File: config.mk
export PLATFORM = sky130hd
export DESIGN_NAME = iosad_decoder
export DESIGN_NICKNAME = d
export VERILOG_FILES = /design/src/iosad_pkg.sv /design/src/iosad_decoder.sv /design/src/iosad_reg8.sv
export SDC_FILE = /design/constraint.sdc
export NUM_CORES = 1
export LEC_CHECK = 0
export BUFFER_PORTS_ARGS = -buffer_cell sky130_fd_sc_hd__buf_2
export CAP_MARGIN = 0
export CORE_MARGIN = 5
export CORE_UTILIZATION = 54
export DETAILED_ROUTE_END_ITERATION = 16
export GPL_ROUTABILITY_DRIVEN = 0
export PLACE_DENSITY = 0.82
export SYNTH_ARGS = -nofsm -noshare
export SYNTH_HDL_FRONTEND = slang
export SYNTH_SLANG_ARGS = --single-unit
File: constraint.sdc
create_clock -name clk_in -period 9.87 [get_ports clk_in]
set_clock_uncertainty 0.2 [all_clocks]
set_input_delay 1.4805 -clock clk_in [delete_from_list [all_inputs] [get_ports clk_in]]
set_output_delay 1.4805 -clock clk_in [all_outputs]
set_load 0.01 [all_outputs]
File: src/iosad_pkg.sv
// Purpose: Shared constants and types of the I/O space access decoder.
// Assumes: Data-space addresses are 16 bits wide; register data is 8 bits wide.
// Notes:   Internal register addresses are data-space addresses (I/O address plus offset).
package iosad_pkg;

  // Core operation kinds presented on the request port.
  typedef enum logic [2:0] {
    OP_IN      = 3'b000,
    OP_OUT     = 3'b001,
    OP_SETBIT  = 3'b010,
    OP_CLRBIT  = 3'b011,
    OP_SKIPSET = 3'b100,
    OP_SKIPCLR = 3'b101,
    OP_LOAD    = 3'b110,
    OP_STORE   = 3'b111
  } iosad_op_t;

  // Address map of the I/O space.
  localparam logic [15:0] DATA_OFFSET    = 16'h0020;
  localparam logic [15:0] IO_DIRECT_LAST = 16'h003F;
  localparam logic [15:0] IO_BIT_LAST    = 16'h001F;
  localparam logic [15:0] EXT_FIRST      = 16'h0060;
  localparam logic [15:0] EXT_LAST       = 16'h00FF;

  // Data-space addresses of the registers held inside this block.
  localparam logic [15:0] FLAGS_ADDR = 16'h003C;
  localparam logic [15:0] GP0_ADDR   = 16'h003E;
  localparam logic [15:0] GP1_ADDR   = 16'h004A;
  localparam logic [15:0] GP2_ADDR   = 16'h004B;

  // Reset values.
  localparam logic [7:0] GP_RESET    = 8'h00;
  localparam logic [7:0] FLAGS_RESET = 8'h00;

  // Byte-wide masks.
  localparam logic [7:0] MASK_ALL  = 8'hFF;
  localparam logic [7:0] MASK_NONE = 8'h00;
  localparam logic [7:0] BIT_ONE   = 8'h01;

endpackage

File: src/iosad_decoder.sv
// Purpose: I/O space decoder with three general purpose stores and one status flag register.
// Assumes: The core holds a request for one cycle with op_valid_in; addresses are data-space
//          addresses for load/store and I/O addresses for in/out and bit operations.
// Notes:   Peripheral strobes are decoded in the request cycle; answers appear one cycle later.
`timescale 1ns/1ns
module iosad_decoder #(
  parameter int ADDR_W = 16
) (
  // Clock and reset
  input  wire logic                  clk_in,
  input  wire logic                  srst_in,
  // Core request
  input  wire logic                  op_valid_in,
  input  wire iosad_pkg::iosad_op_t  op_kind_in,
  input  wire logic [ADDR_W-1:0]     addr_in,
  input  wire logic [7:0]            wdata_in,
  input  wire logic [2:0]            bit_sel_in,
  // Core answer
  output logic                       ack_out,
  output logic                       fault_out,
  output logic [7:0]                 rdata_out,
  output logic                       skip_out,
  // Peripheral register port
  output logic                       per_sel_out,
  output logic                       per_we_out,
  output logic [ADDR_W-1:0]          per_addr_out,
  output logic [7:0]                 per_wdata_out,
  output logic [7:0]                 per_wmask_out,
  input  wire logic [7:0]            per_rdata_in,
  // Status flags
  input  wire logic [7:0]            flag_set_in,
  output logic [7:0]                 flags_out
);

  // Register offsets reach 0xFF, so an address narrower than a byte cannot decode the space.
  if (ADDR_W < 8)
  begin : g_addr_w_check
    $error("ADDR_W must be at least 8");
  end

  logic [7:0] gp0;
  logic [7:0] gp1;
  logic [7:0] gp2;

  wire logic [ADDR_W-1:0] offset_w    = ADDR_W'(iosad_pkg::DATA_OFFSET);
  wire logic [ADDR_W-1:0] direct_last = ADDR_W'(iosad_pkg::IO_DIRECT_LAST);
  wire logic [ADDR_W-1:0] bit_last    = ADDR_W'(iosad_pkg::IO_BIT_LAST);
  wire logic [ADDR_W-1:0] ext_last    = ADDR_W'(iosad_pkg::EXT_LAST);

  wire logic is_inout   = (op_kind_in == iosad_pkg::OP_IN) || (op_kind_in == iosad_pkg::OP_OUT);
  wire logic is_setbit  = (op_kind_in == iosad_pkg::OP_SETBIT);
  wire logic is_clrbit  = (op_kind_in == iosad_pkg::OP_CLRBIT);
  wire logic is_skipset = (op_kind_in == iosad_pkg::OP_SKIPSET);
  wire logic is_skipclr = (op_kind_in == iosad_pkg::OP_SKIPCLR);
  wire logic is_bitop   = is_setbit || is_clrbit || is_skipset || is_skipclr;
  wire logic is_ldst    = (op_kind_in == iosad_pkg::OP_LOAD)
                          || (op_kind_in == iosad_pkg::OP_STORE);
  wire logic is_write   = (op_kind_in == iosad_pkg::OP_OUT) || (op_kind_in == iosad_pkg::OP_STORE)
                          || is_setbit || is_clrbit;

  // Short-address operations are shifted into data space; load and store use it directly.
  // The carry is dropped on purpose; a wrapped short address is refused by too_high anyway.
  wire logic [ADDR_W-1:0] data_addr = is_ldst ? addr_in : ADDR_W'(addr_in + offset_w);

  // The in/out field spans 64 locations and bit operations 32; anything above is refused.
  wire logic too_high = (is_inout && (addr_in > direct_last))
                        || (is_bitop && (addr_in > bit_last));
  wire logic in_space = (data_addr >= offset_w) && (data_addr <= ext_last);
  wire logic take     = op_valid_in && !too_high && in_space;
  wire logic wr       = take && is_write;

  wire logic [7:0] bit_mask = iosad_pkg::BIT_ONE << bit_sel_in;
  wire logic [7:0] wmask    = (is_setbit || is_clrbit) ? bit_mask : iosad_pkg::MASK_ALL;
  wire logic [7:0] wval     = is_setbit ? bit_mask :
                              is_clrbit ? iosad_pkg::MASK_NONE : wdata_in;

  wire logic sel_flags = take && (data_addr == ADDR_W'(iosad_pkg::FLAGS_ADDR));
  wire logic sel_gp0   = take && (data_addr == ADDR_W'(iosad_pkg::GP0_ADDR));
  wire logic sel_gp1   = take && (data_addr == ADDR_W'(iosad_pkg::GP1_ADDR));
  wire logic sel_gp2   = take && (data_addr == ADDR_W'(iosad_pkg::GP2_ADDR));
  wire logic sel_int   = sel_flags || sel_gp0 || sel_gp1 || sel_gp2;

  wire logic [7:0] rd_value = sel_flags ? flags_out :
                              sel_gp0   ? gp0 :
                              sel_gp1   ? gp1 :
                              sel_gp2   ? gp2 : per_rdata_in;
  wire logic bit_value = |(rd_value & bit_mask);
  wire logic next_skip = take && ((is_skipset && bit_value) || (is_skipclr && !bit_value));

  // Peripheral strobes are combinational so a read completes in one cycle.
  assign per_sel_out   = take && !sel_int;
  assign per_we_out    = per_sel_out && is_write;
  assign per_addr_out  = data_addr;
  assign per_wdata_out = wval;
  assign per_wmask_out = wmask;

  iosad_reg8 #(
    .CLEAR_ON_ONE (1'b1),
    .RESET_VALUE  (iosad_pkg::FLAGS_RESET)
  ) u_flags (
    .clk_in    (clk_in),
    .srst_in   (srst_in),
    .wr_in     (wr && sel_flags),
    .mask_in   (wmask),
    .wdata_in  (wval),
    .hw_set_in (flag_set_in),
    .q_out     (flags_out)
  );

  iosad_reg8 #(
    .CLEAR_ON_ONE (1'b0),
    .RESET_VALUE  (iosad_pkg::GP_RESET)
  ) u_gp0 (
    .clk_in    (clk_in),
    .srst_in   (srst_in),
    .wr_in     (wr && sel_gp0),
    .mask_in   (wmask),
    .wdata_in  (wval),
    .hw_set_in (iosad_pkg::MASK_NONE),
    .q_out     (gp0)
  );

  iosad_reg8 #(
    .CLEAR_ON_ONE (1'b0),
    .RESET_VALUE  (iosad_pkg::GP_RESET)
  ) u_gp1 (
    .clk_in    (clk_in),
    .srst_in   (srst_in),
    .wr_in     (wr && sel_gp1),
    .mask_in   (wmask),
    .wdata_in  (wval),
    .hw_set_in (iosad_pkg::MASK_NONE),
    .q_out     (gp1)
  );

  iosad_reg8 #(
    .CLEAR_ON_ONE (1'b0),
    .RESET_VALUE  (iosad_pkg::GP_RESET)
  ) u_gp2 (
    .clk_in    (clk_in),
    .srst_in   (srst_in),
    .wr_in     (wr && sel_gp2),
    .mask_in   (wmask),
    .wdata_in  (wval),
    .hw_set_in (iosad_pkg::MASK_NONE),
    .q_out     (gp2)
  );

  always_ff @(posedge clk_in)
  begin
    if (srst_in)
    begin
      ack_out   <= 1'b0;
      fault_out <= 1'b0;
      rdata_out <= 8'h00;
      skip_out  <= 1'b0;
    end
    else
    begin
      ack_out   <= op_valid_in;
      fault_out <= op_valid_in && !take;
      rdata_out <= take ? rd_value : 8'h00;
      skip_out  <= next_skip;
    end
  end

  // Helpers read only by the checks below.
  wire logic [7:0] flag_clear = wr && sel_flags ? (wmask & wval & ~flag_set_in) : 8'h00;
  wire logic       gp0_bit    = |(gp0 & bit_mask);
  wire logic       gp1_store  = wr && sel_gp1 && (op_kind_in == iosad_pkg::OP_STORE);
  wire logic       gp2_load   = take && sel_gp2 && (op_kind_in == iosad_pkg::OP_LOAD);
endmodule // iosad_decoder

File: src/iosad_reg8.sv
// Purpose: One 8-bit register with per-bit write mask, plain or clear-on-one.
// Assumes: Hardware set inputs are single-cycle or level events on clk_in.
// Notes:   In clear-on-one mode a hardware set in the clearing cycle wins.
`timescale 1ns/1ns
module iosad_reg8 #(
  parameter bit         CLEAR_ON_ONE = 1'b0,
  parameter logic [7:0] RESET_VALUE  = 8'h00
) (
  // Clock and reset
  input  wire logic       clk_in,
  input  wire logic       srst_in,
  // Write port
  input  wire logic       wr_in,
  input  wire logic [7:0] mask_in,
  input  wire logic [7:0] wdata_in,
  // Hardware event set, used only in clear-on-one mode
  input  wire logic [7:0] hw_set_in,
  // Stored value
  output logic      [7:0] q_out
);

  logic [7:0] next_q;
  wire  [7:0] hit_bits    = wr_in ? mask_in : 8'h00;
  wire  [7:0] clear_bits  = hit_bits & wdata_in;
  wire  [7:0] plain_value = (q_out & ~hit_bits) | (wdata_in & hit_bits);
  // Only masked bits see the write, so a single-bit operation never clears a neighbour.
  wire  [7:0] flag_value  = (q_out & ~clear_bits) | hw_set_in;

  assign next_q = CLEAR_ON_ONE ? flag_value : plain_value;

  always_ff @(posedge clk_in)
  begin
    if (srst_in)
      q_out <= RESET_VALUE;
    else
      q_out <= next_q;
  end

endmodule // iosad_reg8

==> Word-level counts from Yosys, hierarchy flattened <==
Cells that the tools add are included.
{ "classes": {"magnitude_cmp": 4, "mux": 12, "n_div": 0, "shift": 1, "bitwise": 18, "multipliers": 0, "n_eq_ne": 11, "n_reduce_logical": 40, "add_sub_neg": 1} }
{ "ops": {"columns": ["op", "count"], "rows": [
  ["2-to-1 mux 8 bit", 11],
  ["bitwise AND 8 bit", 9],
  ["== test 16 x 6 -> 1 bit, second input constant", 2],
  ["== test 16 x 7 -> 1 bit, second input constant", 2],
  ["NOT 8 bit", 4],
  ["bitwise OR 8 bit", 4],
  ["logical AND 1 bit", 20],
  ["adder 16 x 6 -> 16 bit, second input constant", 1],
  ["greater-or-equal comparator 16 x 6 -> 1 bit, second input constant", 1],
  ["> comparator 16 x 5 -> 1 bit, second input constant", 1],
  ["> comparator 16 x 6 -> 1 bit, second input constant", 1],
  ["less-or-equal comparator 16 x 8 -> 1 bit, second input constant", 1],
  ["2-to-1 mux 16 bit", 1],
  ["logical OR 1 bit", 13],
  ["== test 3 bit, second input constant", 4],
  ["OR reduction 8 bit", 1],
  ["left shift 1 x 3 -> 8 bit, first input constant", 1],
  ["== test 3 x 2 -> 1 bit, second input constant", 2],
  ["zero test 1 bit", 4],
  ["== test 3 x 1 -> 1 bit, second input constant", 1],
  ["zero test 3 bit", 1],
  ["OR reduction 2 bit", 1],
  ["NOT 1 bit", 1]
]} }
{ "totals": {"out_inout_bits": 53, "rom_bits": 0, "mem_count": 0, "elab_cells": 95, "ff_bits": 43, "ram_bits": 0, "latch_bits": 0} }

==> Logic depth before layout (Yosys ltp) <==
Gate-level depths: netlist of run 1.
{ "logic_depth": {"word_depth": 20, "mapped_depth": 12} }

==> Hierarchy <==
A second synthesis of run 1 with hierarchy kept.
{ "hier_totals": {"hier_cells": 354, "area_unflattened_um2": 2979.1} }
{ "by_module_without_submodules": {"columns": ["mod", "area_each_um2", "cells_per_inst", "instances"], "rows": [
  ["iosad_decoder", 1584.0, 216, 1],
  ["iosad_reg8 at u_gp0 ...", 346.6, 35, 3],
  ["iosad_reg8 at u_flags", 355.3, 33, 1]
]} }

==> Worst setup path before layout of run 1 <==
Ideal clock, no wire load.
{ "synth_path": {"kind": "input-to-output", "from": "in addr_in[5]", "to": "out per_we_out", "path_slack_ps": 4528, "t_required_ps": 8189, "path_buffers": 2, "path_stages": 9, "arrival_ps": 3662, "cell_sequence": "ha_1 a21boi_2 nand4_1 o21ai_0 nand2_1 or4b_1 buf_2 clkbuf_1 nor3_1"} }
{ "synth_lines": {"columns": ["element", "line_no", "source"], "rows": [
  ["start: declaration", "iosad_decoder.sv:15", "input wire logic [ADDR_W-1:0] addr_in,"],
  ["adder 16 x 6 -> 16 bit (*)", "iosad_decoder.sv:63", "wire logic [ADDR_W-1:0] data_addr = is_ldst ? addr_in : ADDR_W'(addr_in + offset_w);"],
  ["2-to-1 mux 16 bit (*)", "iosad_decoder.sv:63", null],
  ["named net per_addr_out[15]", "iosad_decoder.sv:26", "output logic [ADDR_W-1:0] per_addr_out,"],
  ["greater-or-equal comparator 16 x 6 -> 1 bit / less-or-equal comparator 16 x 8 -> 1 bit (equally long branches)", "iosad_decoder.sv:68", "wire logic in_space = (data_addr >= offset_w) && (data_addr <= ext_last);"],
  ["logical AND 1 bit", "iosad_decoder.sv:68", null],
  ["logical AND 1 bit", "iosad_decoder.sv:69", "wire logic take = op_valid_in && !too_high && in_space;"],
  ["logical AND 1 bit (on tied branches)", "iosad_decoder.sv:77, iosad_decoder.sv:78", null],
  ["logical OR 1 bit (3 in series)", "iosad_decoder.sv:81", "wire logic sel_int = sel_flags || sel_gp0 || sel_gp1 || sel_gp2;"],
  ["zero test 1 bit", "iosad_decoder.sv:91", "assign per_sel_out = take && !sel_int;"],
  ["logical AND 1 bit (*)", "iosad_decoder.sv:91", null],
  ["logical AND 1 bit (*)", "iosad_decoder.sv:92", "assign per_we_out = per_sel_out && is_write;"],
  ["end: declaration", "iosad_decoder.sv:25", "output logic per_we_out,"]
]} }
The timed path passes the listed nets; every way through them passes the cells marked *.

==> Worst setup path in the final report of run 1 <==
{ "layout_path": {"from": "in addr_in[5]", "to": "out per_we_out"} }
{ "layout_via": {"elab_chain_cells": 13} }
{ "layout_lines": {"columns": ["element", "line_no"], "rows": [
  ["parallel branches: the longest is 11 deep, another holds adder 16 x 6 -> 16 bit", null],
  ["logical AND 1 bit (*)", "iosad_decoder.sv:91"],
  ["logical AND 1 bit (*)", "iosad_decoder.sv:92"]
]} }
Every way passes the cells marked *.

==> results.cfg, run 1 <==
[die]
die_w_um = 83.1
coreArea_mm2 = 0.00514
start_util = 0.562
die_y_um = 83.1
rows = 26
die_area_mm2 = 0.00691
io_pins = 102

[clock_tree]
clk_pin_slew_ps = 80
cts_hold_buf = 0
root_buffer = clkbuf_8
ctsResizeCount = 0
cts_made_buffers = 5
postCtsSetupBuffers = 0
cts_buffer_depth = 2
worstSkewPairLatency_ps = 290
cts_num_sinks = 43
cts_tree = yes
htree_levels = 2

[route]
drc = 0
routed_wl_mm = 8.68
routed.top_layer = met4
wl_met3_um = 884
wl_per_cell_um = 16.3
drtIter0Drc = 172
dr.pass1.iters = 5
via_per_inst = 6.01
met1_length_mm = 3.53
ant_nets = 0
vias = 3205
dr_wl_met2_mm = 4.00

[critical_path]
cp-startpoint = addr_in[5]
crit_required_ps = 8190
worstSetupEndpointType = output port
crit_arrival_ps = 4110
worstPathMaxFanout = 18
crit_type = in -> out
crit_path_start_kind = input pin

[final_layout]
fillers = 483
fin_nets = 513
final_cell_mix = buf_2, nor2_1, dfxtp_1
diodes = 0
drive_gt1_frac = 0.253
syn2layout_area_growth_pct = 19.3
fin_cells = 533
final_common_cell = buf_2

[timing]
slew_viol_final = 0
fin_crit_ps = 5790
tightest_slew_ps = 845
maxSlewHeadroom = 0.436
setup_violations = 0
grt_setup_unrepaired = false
period_share = 0.586
hold_violations = 0
clock.fmax_mhz = 173
setup_tns_ps = 0

[synth]
synth-main-ff-cell = dfxtp_1
ys_async_sr_fraction = 0
netlist_instances = 382
synthesis.area_mm2 = 0.00289
synth_cell_type_count = 60
avgSynthCellArea_um2 = 7.56
syn_nets = 432
ys_seq_elements = 43
synth_edf_count = 0
yosysWarnings = 0
ys_seq_area_frac = 0.298

[grt]
grt_overflow = 0
grt_pass1_vias = 3066
grt_max_degree = 41
grt_usage = 0.242
antenna_found_initial = 0
grt_pass1_wl_mm = 14.2

[power_and_ir_drop]
static-leakage-power_nw = 1.49
vdd_ir_drop_max_mv = 0.0976
powerDensity_mw_per_mm2 = 108
p_total_uw = 372

[place]
dp_hpwl_mm = 6.58
dp_cells = 526
place.port_buffers = 101

[min_path]
holdCritPathClass = reg -> reg

[run]
max-cap-violations = 0

[status]
status = finished, final reports clean
metrics by stage:
| step | cell area, µm² | setup slack, ps | hold slack (ps) | utilization |
|---|---|---|---|---|
| 3_5_place_dp | 3360 | 4120 | 266 | 0.653 |
| 2_1_floorplan | 2890 | 4530 | 250 | - |
| 6_report | 3440 | 4080 | 280 | 0.670 |
| 5_1_grt | 3440 | 3850 | 328 | 0.670 |
| 3_3_place_gp | 3360 | 4270 | 262 | 0.653 |
| 4_1_cts | 3440 | 4120 | 276 | 0.670 |
cell type report:
cell class,instances,area (µm²),area share
Clock buffer,6,82.6,0.0240
Clock inverter,1,5.00,0.00145
Inverter,8,30.0,0.00872
Multi-Input combinational cell,304,1870,0.544
Sequential cell,43,861,0.250
Tap cell,70,87.6,0.0254
Timing Repair Buffer,101,505,0.147
critical path, stage by stage:
cell      delay, ps
buf_2           160
ha_1            230
a21boi_2        310
nand4_1         250
o21ai_0         290
nand2_1         110
or4b_1          830
nor3_1          280
buf_2           170
Yosys cell counts, types with 3 or more instances:
library cell  number  share of area
or3_1              3         0.0065
clkbuf_1          19          0.025
o2bb2ai_1          3         0.0091
and3_1             3         0.0065
nor2b_1            8          0.017
a21oi_1           20          0.035
or2_2              3         0.0065
o31a_1             4          0.012
xor2_1             3         0.0091
nand3_1            5         0.0087
nand2b_1           4         0.0087
dfxtp_1           43           0.30
o21ai_0           14          0.024
a2111oi_0          4          0.012
nor3_1            11          0.019
nand2_1           40          0.052
buf_2              3         0.0052
a22oi_1            3         0.0078
mux2i_1           27          0.094
o22a_1             5          0.015
and2_1            12          0.026
o21a_1             7          0.018
nor4_1             8          0.017
nand4_1            5          0.011
buf_4              5          0.013
a2bb2oi_1          3         0.0091
xnor2_1            6          0.018
inv_1              7         0.0091
nor2_1            61          0.079
per-layer routing:
metal / GRT usage / vias to the layer above
met2: 0.398 / 188
met4: 0.103 / 0
met5: 0 / -
li1: - / 1529
met3: 0.0782 / 28
met1: 0.288 / 1460
final timing paths:
kind | slack, ps | cells after the start | to
max | 4080 | 9 | per_we_out
min | 280 | 2 | flop
min reg2reg | 280 | 2 | flop
max reg2reg | 7760 | 8 | skip_out
where the power goes:
part	leakage [nW]	total (mW)	switching [mW]	internal [mW]
Sequential	0.349	0.179	0.00285	0.176
Clock	0.0470	0.113	0.0580	0.0549
Combinational	1.09	0.0800	0.0483	0.0318
Total	1.49	0.372	0.109	0.263
kinds of logic after synthesis:
kind of cell             share of synthesized area
AND/OR/NAND/NOR                              0.305
adder cells (fa/ha/maj)                    0.00433
flip-flops                                   0.298
buffers and inverters                       0.0533
multiplexers                                0.0936
XOR/XNOR                                    0.0273
AO/OA/AOI/OAI                                0.219
(Power assumes the default switching activity.)
==> run 2, diff against run 1 <==
- CORE_UTILIZATION: 54 -> 46
- PLACE_DENSITY: 0.82 -> 0.74
- clock period: 9.87 -> 5.3 ns (I/O delays scaled with it)
==> run 2 against run 1 <==
Net effect: count of clock-buffer cells in the layout shrank 1; die area increased by 15%; core utilization fell by 9.1 points; routed wire length is 0.53% higher; setup slack worse by 3200 ps; power up 99%; via count fell by 1.8%; register-to-register slack got worse by 4500 ps; cell area up 1.3%; largest power group unchanged.
==> results.cfg, run 2 (synthesis results as in run 1) <==
[final_layout]
drive_gt1_frac = 0.258
fin_nets = 515
diodes = 0
syn2layout_area_growth_pct = 20.9
final_common_cell = buf_2
final_cell_mix = buf_2, nor2_1, dfxtp_1
fin_cells = 541
fin_util = 0.579

[route]
routed_wl_mm = 8.73
dr.pass1.iters = 4
vias = 3147
drc = 0
drtIter0Drc = 174
ant_nets = 0
via_per_inst = 5.82
wl_per_cell_um = 16.1

[critical_path]
path_cells = buf_2 -> ha_1 -> a21boi_2 -> nand4_1 -> o21ai_0 -> nand2_1 -> or4b_1 -> nor3_1 -> buf_2
crit_required_ps = 4300
crit_path_start_kind = input pin
worstSetupEndpointType = output port
cpPeakStageDelay_ps = 840
cpMostUsedCell = buf_2
crit_family = simple AND/OR/NAND/NOR gates
crit_arrival_ps = 3440
cp-startpoint = addr_in[5]
cp_num_buf_inv = 2
ff2ff_path_depth = 8
reg2reg_slack_ps = 3280
crit_type = in -> out
worstPathMaxFanout = 18
timing.rr.end = skip_out
cpMaxStageDelayCell = or4b_1

[grt]
grt_overflow = 0
grt_pass1_wl_mm = 13.9
grt_pass1_vias = 2965
grt_usage = 0.221
antenna_found_initial = 0
grt_max_degree = 41

[place]
dp_slack_ps = 757
place.port_buffers = 101
dp_hpwl_mm = 6.73
dp_cells = 533

[timing]
hold_violations = 0
maxSlewHeadroom = 0.480
period_share = 0.838
setup_slack_ps = 861
setup_tns_ps = 0
setup_violations = 0
tightest_slew_ps = 777
fin_crit_ps = 4440
slew_viol_final = 0
clock.fmax_mhz = 225
grt_setup_unrepaired = false

[clock_tree]
cts_made_buffers = 5
ctsResizeCount = 0
cts_hold_buf = 0
root_buffer = clkbuf_8
clk_pin_slew_ps = 80
worstSkewPairLatency_ps = 300
cts_num_sinks = 43
htree_levels = 2
cts_tree = yes
postCtsSetupBuffers = 0
cts_buffer_depth = 2

[power_and_ir_drop]
pwr-share-seq = 0.451
static-leakage-power_nw = 1.51
p_int_uw = 528
switching_share = 0.287
powerDensity_mw_per_mm2 = 212
clockPowerShare = 0.348
vdd_ir_drop_max_mv = 0.192
switchingPower_uw = 212
power_frac_comb = 0.201

[die]
start_util = 0.479
die_w_um = 89.2
io_pins = 102
die_y_um = 89.2
coreArea_mm2 = 0.00603
die_area_mm2 = 0.00796
rows = 28

[status]
status = finished, final reports clean

[run]
max-cap-violations = 0

[min_path]
holdCritPathClass = reg -> reg
hold_depth = 2
-- run 2: changes by cell type in the layout (fill, tap and decap cells not counted) --
cell	change
buf_4	+2
bufinv_16	+1
clkbuf_8	-1
clkinv_4	+1
-- run 2: metal layers --
layer	vias to the layer above	track usage	share of wire
li1	1539	-	-
met1	1461	0.285	0.44
met2	127	0.376	0.46
met3	20	0.0323	0.078
met4	0	0.0771	0.022
met5	-	0	0
-- run 2: layout make-up --
| class | count | area, µm² |
|---|---|---|
| well taps | 75 | 93.8 |
| fillers | 602 | 2530 |
| inverters | 8 | 30.0 |
| repair buffers | 103 | 520 |
| clock inverters | 3 | 43.8 |
| flip-flops and latches | 43 | 861 |
| clock buffers | 5 | 68.8 |
| multi-input cells | 304 | 1870 |
-- run 2: worst max-delay path by stage --
stage / end / slack [ps] / cells after the start
3_3_place_gp: skip_out / 940 / 12
6_report: per_we_out / 860 / 9
4_1_cts: per_we_out / 870 / 9
5_1_grt: per_we_out / 670 / 9
3_5_place_dp: skip_out / 760 / 12
2_1_floorplan: per_we_out / 1330 / 9
-- run 2: power by group through the flow --
| stage | logic [mW] | registers [mW] | clock network, mW |
|---|---|---|---|
| after detailed placement | 0.147 | 0.341 | 0 |
| after CTS | 0.148 | 0.334 | 0.260 |
| final | 0.149 | 0.334 | 0.258 |
| after global routing | 0.164 | 0.334 | 0.272 |
| after global placement | 0.147 | 0.341 | 0 |
| after floorplan | 0.0864 | 0.342 | 0 |
-- run 2: stage by stage --
step                hold WS [ps]  cell area, µm²  power, mW
floorplan                    250            2890      0.428
global placement             260            3380      0.488
detailed placement           280            3380      0.488
CTS                          292            3490      0.742
global route                 323            3490      0.771
finish                       292            3490      0.740
-- run 2: tightest hold or removal path: stages, from the launching register on --
cell,delay (ps)
dfxtp_1,320
o21ai_0,70
a21oi_1,60
==> run 3, diff against run 2 <==
- ABC_AREA: unset -> 1
- PLACE_DENSITY: 0.74 -> 0.73
- clock period: 5.3 -> 4.05 ns (I/O delays scaled with it)
==> run 3 against run 2 <==
Net effect: routed wire length grew 3.3%; register-to-register slack got worse by 730 ps; count of clock-buffer cells in the layout grew 1; sequential cell count unchanged; largest cell class unchanged; largest power group unchanged; highest routed layer unchanged.
==> results.cfg, run 3 <==
[timing]
whs_ps = 251
grt_setup_unrepaired = false
setup_violations = 0
setup_tns_ps = 0
maxSlewHeadroom = 0.550
hold_violations = 0
fin_crit_ps = 3210
period_share = 0.792
tightest_slew_ps = 674
slew_viol_final = 0
clock.fmax_mhz = 312
setup_slack_ps = 844

[power_and_ir_drop]
powerDensity_mw_per_mm2 = 274
vdd_ir_drop_max_mv = 0.197
static-leakage-power_nw = 1.91
p_total_uw = 985

[final_layout]
final_common_cell = nand2_1
final_cell_mix = nand2_1, buf_2, inv_1
syn2layout_area_growth_pct = 20.6
diodes = 0
final_area_mm2 = 0.00360
fin_nets = 631
drive_gt1_frac = 0.258
fin_util = 0.567
fin_cells = 659

[synth]
netlist_instances = 488
netlist_top_cells_area = dfxtp_1, nand2_1, inv_1
ys_seq_area_frac = 0.288
synthesis.area_mm2 = 0.00299
ys_seq_elements = 43
syn_nets = 538
avgSynthCellArea_um2 = 6.12
synth_common_cells = nand2_1, inv_1, dfxtp_1
ys_async_sr_fraction = 0
yosysMostFrequentCell = nand2_1
synth-main-ff-cell = dfxtp_1
yosysWarnings = 0
yosysTopAreaCellShare = 0.288
synth_cell_type_count = 31
synth_top_area_cell = dfxtp_1
synth_edf_count = 0

[critical_path]
crit_arrival_ps = 2400
crit_type = in -> out
cpMostUsedCell = nor2_1
cpPeakStageDelay_ps = 500
crit_path_start_kind = input pin
cp-startpoint = addr_in[5]
cp_num_buf_inv = 3
worstSetupEndpointType = output port
crit_family = simple AND/OR/NAND/NOR gates
cpMaxStageDelayCell = nor2_1
path_cells = buf_2 -> ha_1 -> inv_1 -> nand2_1 -> o21ai_2 -> nor2_1 -> nand3_1 -> nor2_1 -> nor4_1 -> nand2_1 -> nor2_1 -> buf_2
crit_required_ps = 3240
worstPathMaxFanout = 10

[grt]
grt_overflow = 0
antenna_found_initial = 0
grtUsageMet3 = 0.0392
grt_max_degree = 26
grt_pass1_wl_mm = 14.9
grt_pass1_vias = 3162
grt_usage = 0.217
use_met1 = 0.278
gr-max-usage-layer = met2
met2_usage = 0.367

[route]
vias = 3362
drc = 0
ant_nets = 0
routed_wl_mm = 9.01
wl_per_cell_um = 13.7
drtIter0Drc = 209
dr.pass1.iters = 5
via_per_inst = 5.10

[clock_tree]
cts_buffer_depth = 2
postCtsSetupBuffers = 0
worstSkewPairLatency_ps = 300
ctsResizeCount = 0
cts_tree = yes
cts_made_buffers = 5
clk_pin_slew_ps = 80
root_buffer = clkbuf_8
cts_num_sinks = 43
htree_levels = 2
cts_hold_buf = 0

[status]
status = finished, final reports clean

[place]
place.port_buffers = 101
dp_slack_ps = 803
dpl_cell_area_mm2 = 0.00348
dp_hpwl_mm = 7.15
dp_cells = 651

[die]
die_y_um = 90.6
io_pins = 102
die_area_mm2 = 0.00820
die_w_um = 90.6
rows = 29
coreArea_mm2 = 0.00635
start_util = 0.470

[min_path]
holdCritPathClass = reg -> reg

[run]
max-cap-violations = 0
## run 3: cell types whose count changed in the layout (fill, tap and decap cells not counted), moves of 7 or more
cell	previous run	this run
inv_1	7	90
nand2_1	40	115
nand3_1	5	40
mux2i_1	27	0
nor2_1	61	39
a21oi_1	20	39
o21ai_0	14	32
and2_1	12	0
nand2_2	1	10
nor2b_1	8	0
nor4_1	8	1
o21a_1	7	0
or2_1	0	7
## run 3: report_power, final
group / switching (mW) / internal, mW / leakage, nW / total [mW]
sequential: 0.00447 / 0.429 / 0.349 / 0.434
combinational: 0.132 / 0.0718 / 1.50 / 0.204
clock: 0.148 / 0.200 / 0.0612 / 0.348
## run 3: path summary, 6_finish.rpt
kind              depth (start not counted)          to  slack [ps]
hold reg to reg                           2        flop         250
hold / removal                            2        flop         250
setup reg to reg                         12    skip_out        2550
setup / recovery                         12  per_we_out         840
## run 3: cell families after synthesis
group,Yosys count,share of synthesized area
flops,43,0.288
compound gates,80,0.137
simple gates,255,0.417
buf+inv,109,0.153
fa+ha+maj,1,0.00419
## run 3: layout make-up
type                       instances  area (µm²)
clock inverter                     2        35.0
tap                               77        96.3
inverter                          94         353
timing repair buffer             101         505
sequential                        43         861
multi-input combinational        336        1670
clock buffer                       6        82.6
fill                             675        2750
## run 3: layer usage
metal / vias to the layer above / share of wire
met4: 0 / 0.018
met2: 132 / 0.48
met3: 18 / 0.072
met5: - / 0
li1: 1714 / -
met1: 1498 / 0.43
## run 3: worst register-to-register path, stage by stage (launching register included)
cell and delay [ps]:
dfxtp_1 310, inv_1 80, nand3_1 90, nand2_1 90
inv_1 40, nand2_1 60, nand2_1 80, nand3_1 90
nand2_1 70, nor2_2 120, nand3_1 80, nand2_1 60
nor2_1 40
